<file path="config.mk">
export PLATFORM = sky130hd
export DESIGN_NAME = ppfm_top
export DESIGN_NICKNAME = d
export VERILOG_FILES = /design/src/shared/ppfm_pkg.sv /design/src/hdl/ppfm_sync.sv /design/src/hdl/ppfm_top.sv
export SDC_FILE = /design/constraint.sdc
export NUM_CORES = 1
export LEC_CHECK = 0
export ABC_AREA = 0
export BUFFER_PORTS_ARGS = -buffer_cell sky130_fd_sc_hd__buf_4
export CORE_UTILIZATION = 51
export DETAILED_ROUTE_END_ITERATION = 10
export PLACE_DENSITY = 0.83
export SLEW_MARGIN = 20
export SYNTH_ARGS = -nofsm -noshare
export SYNTH_HDL_FRONTEND = slang
export SYNTH_SLANG_ARGS = --single-unit
</file>
<file path="constraint.sdc">
create_clock -name REF_CLK -period 2.4 [get_ports REF_CLK]
set_input_delay 0.12 -clock REF_CLK [delete_from_list [all_inputs] [get_ports REF_CLK]]
set_output_delay 0.12 -clock REF_CLK [all_outputs]
set_load 0.03 [all_outputs]
</file>
<file path="src/shared/ppfm_pkg.sv">
// Purpose: shared constants for the port pin function mux
// Assumes: APB with 32-bit data, one aligned word per register
// Notes:   all offsets are byte addresses
package ppfm_pkg;
   localparam logic [7:0] P3DIR_OFS    = 8'h00;
   localparam logic [7:0] P3LAT_OFS    = 8'h04;
   localparam logic [7:0] P3PIN_OFS    = 8'h08;
   localparam logic [7:0] P9DIR_OFS    = 8'h0c;
   localparam logic [7:0] P9DAT_OFS    = 8'h10;
   localparam logic [7:0] CTRL_OFS     = 8'h14;
   localparam logic [7:0] STAT_OFS     = 8'h18;
   localparam logic [7:0] P3DIR_RST    = 8'h00;
   localparam logic [7:0] P3LAT_RST    = 8'h00;
   localparam logic [7:0] P9DIR_RST    = 8'h00;
   localparam logic [7:0] P9LAT_RST    = 8'h00;
   localparam logic [7:0] CTRL_RST     = 8'h00;
   // control register fields
   localparam int CTRL_EXPAND_BIT  = 0;
   localparam int CTRL_HAPE_BIT    = 1;
   localparam int CTRL_PWREV_BIT   = 2;
   localparam int CTRL_P80D_BIT    = 3;
   localparam int CTRL_WAITSEL_BIT = 4;
   localparam int CTRL_I2CE_BIT = 5;
   localparam int CTRL_PMEO_BIT = 6;
   localparam int CTRL_WIDTH    = 7;
   // port 9 positions
   localparam int P9_CLKIN_BIT  = 6;
   localparam int P9_MUXED_BIT  = 7;
   // mode pin codes
   typedef enum logic [1:0]
   {
      PPFM_MODE0 = 2'b00,
      PPFM_MODE1 = 2'b01,
      PPFM_MODE2 = 2'b10,
      PPFM_MODE3 = 2'b11
   } ppfm_mode_t;
endpackage

</file>
<file path="src/hdl/ppfm_sync.sv">
// Purpose: two-stage synchroniser for a vector of pin levels
// Assumes: inputs are asynchronous to REF_CLK
// Notes:   first stage is read only by the second stage
`timescale 1ns/100ps
module ppfm_sync
#(
   parameter int W = 8
)
(
   input  wire logic         clk,
   input  wire logic         srst,
   input  wire logic [W-1:0] async_in,
   output logic      [W-1:0] sync_out
);
   logic [W-1:0] meta_reg;

   // two flops, nothing taps the first
   always_ff @(posedge clk)
   begin
      if (srst)
      begin
         meta_reg <= '0;
         sync_out <= '0;
      end
      else
      begin
         meta_reg <= async_in;
         sync_out <= meta_reg;
      end
   end
endmodule

</file>
<file path="src/hdl/ppfm_top.sv">
// Purpose: port 3, port 9 and pin 80 function multiplexing with APB registers
// Assumes: mode pins are static during operation; SRST synchronous
// Notes:   two-way pins appear as in, out and output enable
`timescale 1ns/100ps

// How it works
// expanded: port 3 is data bus, direction ignored
// single-chip: port 3 direction bit picks output
// pin 80 plain I/O by its direction
// host address enable makes pin 80 input in single-chip mode
// software keeps other bits clear with power-event
// port 9 latch drives output pins
// port 9 output bits read the latch
// port 9 input bits read the pin
// port 9 bit 6 reads live pin only
// expanded: pin 97 wait, else i2c, else I/O
// single-chip: pin 97 i2c or plain I/O
// i2c on pin 97 is open drain
// single-chip port 3 outputs drive latch
// modes 2,3 start single-chip until expansion set
module ppfm_top
(
   input  wire logic              REF_CLK,
   input  wire logic              SRST,
   input  wire logic [7:0]        PADDR,
   input  wire logic              PSEL,
   input  wire logic              PENABLE,
   input  wire logic              PWRITE,
   input  wire logic [31:0]       PWDATA,
   input  wire logic [3:0]        PSTRB,
   output logic      [31:0]       PRDATA,
   output logic                   PREADY,
   output logic                   PSLVERR,
   input  wire ppfm_pkg::ppfm_mode_t MODE_PINS,
   input  wire logic [7:0]        P3_IN,
   output logic      [7:0]        P3_OUT,
   output logic      [7:0]        P3_OE,
   input  wire logic [7:0]        BUS_DATA_OUT,
   input  wire logic              BUS_DATA_DRIVE,
   output logic      [7:0]        BUS_DATA_IN,
   input  wire logic [7:0]        P9_IN,
   output logic      [7:0]        P9_OUT,
   output logic      [7:0]        P9_OE,
   input  wire logic              P80_IN,
   output logic                   P80_OUT,
   output logic                   P80_OE,
   output logic                   HOST_ADDR_BIT0,
   input  wire logic              POWER_EVENT_OUT,
   output logic                   BUS_WAIT,
   input  wire logic              I2C0_DATA_OUT,
   output logic                   I2C0_DATA_IN,
   output logic                   EXPANDED
);
   import ppfm_pkg::*;

   logic [7:0]            p3_dir_reg;
   logic [7:0]            p3_lat_reg;
   logic [7:0]            p9_dir_reg;
   logic [7:0]            p9_lat_reg;
   logic [CTRL_WIDTH-1:0] ctrl_reg;
   logic [7:0]            p3_pin;
   logic [7:0]            p9_pin;
   logic                  p80_pin;
   logic [7:0]            p9_read;
   logic [31:0]           rdata_next;
   logic                  wr_en;
   logic                  rd_en;
   logic                  addr_ok;
   logic                  exp_en;
   logic                  mode_exp_only;
   logic                  single_chip;
   logic                  hape;
   logic                  pwr_evt_en;
   logic                  p80_dir;
   logic                  wait_sel;
   logic                  i2ce;
   logic [2:0]            pin97_sel;

   // pin 97 function codes
   localparam logic [2:0] PIN97_IO   = 3'h0;
   localparam logic [2:0] PIN97_WAIT = 3'h1;
   localparam logic [2:0] PIN97_I2C  = 3'h2;

   // decode used by the write enable and the error response; the read mux does not use it
   function automatic logic ofs_known(input logic [7:0] a);
      ofs_known = (a == P3DIR_OFS) || (a == P3LAT_OFS) || (a == P3PIN_OFS) ||
                  (a == P9DIR_OFS) || (a == P9DAT_OFS) || (a == CTRL_OFS)  ||
                  (a == STAT_OFS);
   endfunction

   // pins come from the board, so every level is synchronised first
   ppfm_sync #(.W(8)) u_sync_p3
   (
      .clk      (REF_CLK),
      .srst     (SRST),
      .async_in (P3_IN),
      .sync_out (p3_pin)
   );

   ppfm_sync #(.W(8)) u_sync_p9
   (
      .clk      (REF_CLK),
      .srst     (SRST),
      .async_in (P9_IN),
      .sync_out (p9_pin)
   );

   ppfm_sync #(.W(1)) u_sync_p80
   (
      .clk      (REF_CLK),
      .srst     (SRST),
      .async_in (P80_IN),
      .sync_out (p80_pin)
   );

   // apb: zero wait states, error on unmapped offsets
   assign addr_ok = ofs_known(PADDR);
   assign wr_en   = PSEL && PENABLE && PWRITE && addr_ok && PSTRB[0];
   assign rd_en   = PSEL && !PENABLE && !PWRITE;
   assign PREADY  = 1'b1;
   assign PSLVERR = PSEL && PENABLE && !addr_ok;

   // control bits
   assign exp_en        = ctrl_reg[CTRL_EXPAND_BIT];
   assign hape          = ctrl_reg[CTRL_HAPE_BIT];
   assign pwr_evt_en    = ctrl_reg[CTRL_PWREV_BIT];
   assign p80_dir       = ctrl_reg[CTRL_P80D_BIT];
   assign wait_sel      = ctrl_reg[CTRL_WAITSEL_BIT];
   assign i2ce          = ctrl_reg[CTRL_I2CE_BIT];
   assign mode_exp_only = (MODE_PINS == PPFM_MODE1);
   // modes 2,3 leave reset single-chip; expansion bit is clear after reset
   assign EXPANDED      = mode_exp_only || exp_en;
   assign single_chip   = !EXPANDED;

   // port 3 direction, write only
   always_ff @(posedge REF_CLK)
   begin
      if (SRST)
         p3_dir_reg <= P3DIR_RST;
      else if (wr_en && PADDR == P3DIR_OFS)
         p3_dir_reg <= PWDATA[7:0];
   end

   // port 3 output latch
   always_ff @(posedge REF_CLK)
   begin
      if (SRST)
         p3_lat_reg <= P3LAT_RST;
      else if (wr_en && PADDR == P3LAT_OFS)
         p3_lat_reg <= PWDATA[7:0];
   end

   // port 9 direction
   always_ff @(posedge REF_CLK)
   begin
      if (SRST)
         p9_dir_reg <= P9DIR_RST;
      else if (wr_en && PADDR == P9DIR_OFS)
         p9_dir_reg <= PWDATA[7:0];
   end

   // port 9 latch; bit 6 has no storage behind it
   always_ff @(posedge REF_CLK)
   begin
      if (SRST)
         p9_lat_reg <= P9LAT_RST;
      else if (wr_en && PADDR == P9DAT_OFS)
      begin
         p9_lat_reg <= PWDATA[7:0];
         p9_lat_reg[P9_CLKIN_BIT] <= 1'b0;
      end
   end

   // control register; expansion bit is software set only
   always_ff @(posedge REF_CLK)
   begin
      if (SRST)
         ctrl_reg <= CTRL_RST[CTRL_WIDTH-1:0];
      else if (wr_en && PADDR == CTRL_OFS)
         ctrl_reg <= PWDATA[CTRL_WIDTH-1:0];
   end

   // port 3: data bus takes over when expanded, direction bits ignored
   always_comb
   begin
      if (EXPANDED)
      begin
         P3_OUT = BUS_DATA_OUT;
         P3_OE  = {8{BUS_DATA_DRIVE}};
      end
      else
      begin
         P3_OUT = p3_lat_reg;
         P3_OE  = p3_dir_reg;
      end
   end
   assign BUS_DATA_IN = p3_pin;

   // pin 80: power event over host address over plain I/O
   always_comb
   begin
      if (pwr_evt_en)
      begin
         // software keeps the other two bits clear here
         P80_OUT = POWER_EVENT_OUT;
         P80_OE  = 1'b1;
      end
      else if (hape && single_chip)
      begin
         P80_OUT = 1'b0;
         P80_OE  = 1'b0;
      end
      else
      begin
         P80_OUT = 1'b0; // no pin 80 latch in this block, so output is low
         P80_OE  = p80_dir;
      end
   end
   // host address only valid in single-chip modes
   assign HOST_ADDR_BIT0 = (!pwr_evt_en && hape && single_chip) ? p80_pin : 1'b0;

   // pin 97 selection
   always_comb
   begin
      if (EXPANDED && wait_sel)
         pin97_sel = PIN97_WAIT;
      else if (i2ce)
         pin97_sel = PIN97_I2C;
      else
         pin97_sel = PIN97_IO;
   end

   // port 9 drivers; bit 6 is clock input only, never driven
   always_comb
   begin
      P9_OUT = p9_lat_reg;
      P9_OE  = p9_dir_reg;
      P9_OE[P9_CLKIN_BIT] = 1'b0;
      unique case (pin97_sel)
         PIN97_WAIT:
         begin
            P9_OUT[P9_MUXED_BIT] = 1'b0;
            P9_OE[P9_MUXED_BIT]  = 1'b0;
         end
         PIN97_I2C:
         begin
            // open drain: drive low or release
            P9_OUT[P9_MUXED_BIT] = 1'b0;
            P9_OE[P9_MUXED_BIT]  = !I2C0_DATA_OUT;
         end
         default:
         begin
            P9_OUT[P9_MUXED_BIT] = p9_lat_reg[P9_MUXED_BIT];
            P9_OE[P9_MUXED_BIT]  = p9_dir_reg[P9_MUXED_BIT];
         end
      endcase
   end
   assign BUS_WAIT     = (pin97_sel == PIN97_WAIT) ? p9_pin[P9_MUXED_BIT] : 1'b1;
   assign I2C0_DATA_IN = (pin97_sel == PIN97_I2C) ? p9_pin[P9_MUXED_BIT] : 1'b1;

   // port 9 read: latch for outputs, pin for inputs, bit 6 always pin
   genvar gi;
   generate
      for (gi = 0; gi < 8; gi++)
      begin : g_p9rd
         if (gi == P9_CLKIN_BIT)
         begin : g_live
            assign p9_read[gi] = p9_pin[gi];
         end
         else
         begin : g_mix
            assign p9_read[gi] = p9_dir_reg[gi] ? p9_lat_reg[gi]
                                                : p9_pin[gi];
         end
      end
   endgenerate

   // read mux; port 3 direction register reads as zero since it is write only
   always_comb
   begin
      rdata_next = 32'h0000_0000;
      unique case (PADDR)
         P3LAT_OFS: rdata_next[7:0] = p3_lat_reg;
         P3PIN_OFS: rdata_next[7:0] = p3_pin;
         P9DIR_OFS: rdata_next[7:0] = p9_dir_reg;
         P9DAT_OFS: rdata_next[7:0] = p9_read;
         CTRL_OFS:  rdata_next[CTRL_WIDTH-1:0] = ctrl_reg;
         STAT_OFS:  rdata_next[0] = EXPANDED;
         default:   rdata_next = 32'h0000_0000;
      endcase
   end

   // read data captured in setup phase, held through access
   always_ff @(posedge REF_CLK)
   begin
      if (SRST)
         PRDATA <= 32'h0000_0000;
      else if (rd_en)
         PRDATA <= rdata_next;
   end

   // expanded mode ignores the port 3 direction bits
   chk_p3_bus_owns: assert property (@(posedge REF_CLK) disable iff (SRST)
      EXPANDED |-> (P3_OE == {8{BUS_DATA_DRIVE}} && P3_OUT == BUS_DATA_OUT))
      else $error("port 3 not handed to bus when expanded");

   chk_p3_dir_out: assert property (@(posedge REF_CLK) disable iff (SRST)
      !EXPANDED |-> (P3_OE == p3_dir_reg && P3_OUT == p3_lat_reg))
      else $error("port 3 single-chip drive mismatch");

   chk_p80_plain: assert property (@(posedge REF_CLK) disable iff (SRST)
      (!pwr_evt_en && !hape) |-> (P80_OE == p80_dir))
      else $error("pin 80 plain direction wrong");

   chk_p80_hostaddr: assert property (@(posedge REF_CLK) disable iff (SRST)
      (!pwr_evt_en && hape && single_chip) |-> (!P80_OE && HOST_ADDR_BIT0 == p80_pin))
      else $error("pin 80 not host address input");

   chk_p9_latch_out: assert property (@(posedge REF_CLK) disable iff (SRST)
      (wr_en && PADDR == P9DAT_OFS) |=> (P9_OUT[0] == $past(PWDATA[0])))
      else $error("port 9 latch not driven");

   chk_p9_read_mix: assert property (@(posedge REF_CLK) disable iff (SRST)
      (rd_en && PADDR == P9DAT_OFS && p9_dir_reg[0])
      |=> (PRDATA[0] == $past(p9_lat_reg[0])))
      else $error("port 9 output bit read wrong");

   chk_p9_read_pin: assert property (@(posedge REF_CLK) disable iff (SRST)
      (rd_en && PADDR == P9DAT_OFS && !p9_dir_reg[1])
      |=> (PRDATA[1] == $past(p9_pin[1])))
      else $error("port 9 input bit read wrong");

   chk_pin96_live: assert property (@(posedge REF_CLK) disable iff (SRST)
      (rd_en && PADDR == P9DAT_OFS)
      |=> (PRDATA[P9_CLKIN_BIT] == $past(p9_pin[P9_CLKIN_BIT])))
      else $error("port 9 bit 6 not live");

   chk_pin97_wait: assert property (@(posedge REF_CLK) disable iff (SRST)
      (EXPANDED && wait_sel) |-> (!P9_OE[P9_MUXED_BIT]))
      else $error("pin 97 driven while wait input");

   chk_pin97_i2c_od: assert property (@(posedge REF_CLK) disable iff (SRST)
      (pin97_sel == PIN97_I2C && P9_OE[P9_MUXED_BIT]) |-> !P9_OUT[P9_MUXED_BIT])
      else $error("i2c data line driven high");

   chk_pin97_single: assert property (@(posedge REF_CLK) disable iff (SRST)
      (single_chip && !i2ce) |-> (P9_OE[P9_MUXED_BIT] == p9_dir_reg[P9_MUXED_BIT]))
      else $error("pin 97 single-chip direction wrong");

   chk_start_single: assert property (@(posedge REF_CLK)
      ($past(SRST) && !SRST && !mode_exp_only) |-> !EXPANDED)
      else $error("left reset expanded");
endmodule

</file>
==> flow_summary_export.csv <==
group,metric,value,unit
placement,dp_cells,553,
placement,gp_congestion,0.8368,
sta,hold_viol_final,0,
logic_synthesis,yosysSeqAreaShare,43.81,%
die,die_area,7511,um^2
route,via_count,3045,
route,drc,0,
sta,min_period_over_period,86.58,%
clocking,cts_tree,"yes",
critical_path,reg2reg_depth,4,
cells_and_area,drive_gt1_share,29.24,%
worst_hold_path,holdPathEnd,"u_sync_p9.meta_reg[0]",
logic_synthesis,netlist_top_cells_count,"80 x dfxtp_1, 45 x nor2_1, 40 x buf_4, 40 x nor2b_1, 34 x mux2i_1",
sta,clock_skew,0.004055,ns
outcome,outcome,"finished clean",
sta,min_period,2.078,ns
job,cap_violations,0,
logic_synthesis,syn_inst,383,
critical_path,crit_chain,"a21oi_1 > buf_4 > inv_1 > and2_1 > a21o_1 > buf_4",
global_routing,grt_max_degree,81,
power_and_ir_drop,leakage,2.009,nW
clocking,clock_sinks,80,
critical_path,cpLargestDelayFamily,"buffers and inverters",
critical_path,worstReg2RegEnd,"PRDATA[0]",
route,routed_wirelength,9017,um
worst_hold_path,hold_depth,2,
sta,worstMarginPinSlew,0.7780,ns
clocking,cts_buffers,9,
clocking,clk_pin_slew,0.08,ns
logic_synthesis,ys_types,46,
cells_and_area,areaGrowthSynthToFinish,27.45,%
critical_path,max_stage_delay,0.37,ns
cells_and_area,diodes,0,
critical_path,crit_path_frequent_cell,"buf_4",
global_routing,grt_usage,24.38,%
global_routing,grt_first_pass_wirelength,13930,um
critical_path,crit_cells,6,
route,wl_per_cell,15.41,um
logic_synthesis,synthesis.area,3656,um^2
logic_synthesis,synth_warnings,0,
power_and_ir_drop,p_per_area,579.9,nW/um^2
global_routing,antenna_found_initial,0,
clocking,clk_path_buf_depth,2,
critical_path,path_buf_inv,3,
critical_path,crit_fanout,13,
sta,worst_slack,0.3221,ns
logic_synthesis,yosysTopAreaCell,"dfxtp_1",
route,via_per_inst,5.205,
logic_synthesis,async_flop_share,0,%
logic_synthesis,synth_ff_type,"dfxtp_1",
placement,portBuffers,104,
critical_path,rr_startpoint,"ctrl_reg[0]",
route,drtIter0Drc,157,
critical_path,worstSetupStartpointType,"flip-flop",
logic_synthesis,synth.top_cell.area_share,43.81,%
sta,holdWs,0.01742,ns
placement,hpwl,6492,um
logic_synthesis,ys_seq_elements,80,
cells_and_area,final_cells,585,
sta,relSlewSlack,48.13,%
clocking,worstSkewPairLatency,0.35,ns
sta,drv_slew,0,
power_and_ir_drop,ir_drop,0.3716,mV
critical_path,cp_data_arrival_time,1.96,ns
sta,rsz0062_at_grt,"no",
sta,finalSetupTns,0,ns
clocking,cts_resized,0,
die,die_w,86.67,um
clocking,cts_root_buf,"clkbuf_8",
logic_synthesis,synth_edf_count,0,
die,num_io_pins,159,
die,die_h,86.67,um
critical_path,crit_type,"flip-flop to output pin",
placement,pre_cts_slack,0.4338,ns
route,dr.pass1.iters,4,
sta,max_clock_freq,0.4812,GHz
die,rows,30,
clocking,htree_levels,3,
worst_hold_path,hold_path.startpoint,"P9_IN[0]",
die,initial_core_util,53.22,%
global_routing,overflow,0,
route,ant_nets,0,
critical_path,critPathCaptureType,"output pin",
critical_path,slowest_stage,"dfxtp_1",
cells_and_area,fin_nets,563,
logic_synthesis,yosys-top-cells-area,"dfxtp_1 44%, mux2i_1 9.3%, buf_4 8.2%",
worst_hold_path,hp-class,"input port to flip-flop",
logic_synthesis,avgSynthCellArea,9.546,um^2
critical_path,r2r_slack,1.14,ns
global_routing,first_global_vias,2873,
die,core,6869,um^2
sta,setup_viol,0,
logic_synthesis,synth_most_common_cell,"dfxtp_1",
critical_path,crit_required,2.28,ns
[area by class of cell]
type	instances	area [um^2]
Fill cell	568	2210
Multi-Input combinational cell	262	1740
Sequential cell	80	1602
Timing Repair Buffer	125	978.4
Clock buffer	10	127.6
Tap cell	96	120.1
Clock inverter	6	68.82
Inverter	6	22.52
[cells by family (layout without fill, tap and decap cells)]
| group | Yosys count | in the layout | synth area share, % |
|---|---|---|---|
| AO/OA/AOI/OAI | 62 | 62 | 12.46 |
| buffers and inverters | 66 | 147 | 11.16 |
| flip-flops | 80 | 80 | 43.81 |
| multiplexers | 43 | 43 | 12.08 |
| other | 2 | 27 | 0.2054 |
| AND/OR/NAND/NOR | 130 | 130 | 20.29 |
[through the flow]
stage          utilization (%)  power [W]  instance area, um^2
2_1_floorplan                -   0.001641                 3750
3_3_place_gp             62.64   0.001733                 4303
3_5_place_dp             62.64   0.001738                 4303
4_1_cts                  67.83   0.002711                 4659
5_1_grt                  67.83   0.002790                 4659
6_report                 67.83   0.002702                 4659
[layout by cell type, fill, tap and decap left out, types with 9 or more instances in the layout]
cell type	n
dfxtp_1	80
buf_4	109
a21o_1	9
mux2_2	9
conb_1	27
nand2_1	11
nor2b_1	40
dlygate4sd3_1	16
mux2i_1	34
a311oi_1	10
a21oi_1	10
clkbuf_8	9
nor2_1	45
o21ai_1	9
[power breakdown]
| group | internal (W) | leakage (nW) | switching (W) |
|---|---|---|---|
| logic | 0.000143 | 1.26 | 0.000215 |
| registers | 0.00136 | 0.653 | 0.0000134 |
| clock network | 0.000486 | 0.0968 | 0.000485 |
[what timing repair did]
action | 4_1_cts | 5_1_grt
hold buffers | 16 | 0
endpoints found under the hold margin | 16 | 0
buffers inserted | 0 | 0
[routing by layer]
layer / routed length (um) / global-route usage [%] / vias up
li1: - / - / 1464
met5: 0 / 0 / -
met2: 4724 / 43.22 / 114
met1: 3707 / 29.22 / 1452
met4: 123 / 8.788 / 0
met3: 461 / 4.952 / 15
[worst reg2reg max path, stage by stage (launching register included)]
cell and delay (ns):
dfxtp_1 0.37, nand2b_1 0.07, a211o_1 0.28, a211o_1 0.24, a311oi_1 0.22
[how the worst max path moves through the flow]
stage | start | end
2_1_floorplan | ctrl_reg[0] | P9_OE[7]
3_3_place_gp | PADDR[5] | ctrl_reg[3]
3_5_place_dp | PADDR[5] | ctrl_reg[5]
4_1_cts | ctrl_reg[0] | P3_OE[7]
5_1_grt | ctrl_reg[0] | P3_OE[4]
6_report | ctrl_reg[0] | P3_OE[7]
No activity file was read; power rests on OpenSTA's default activity.
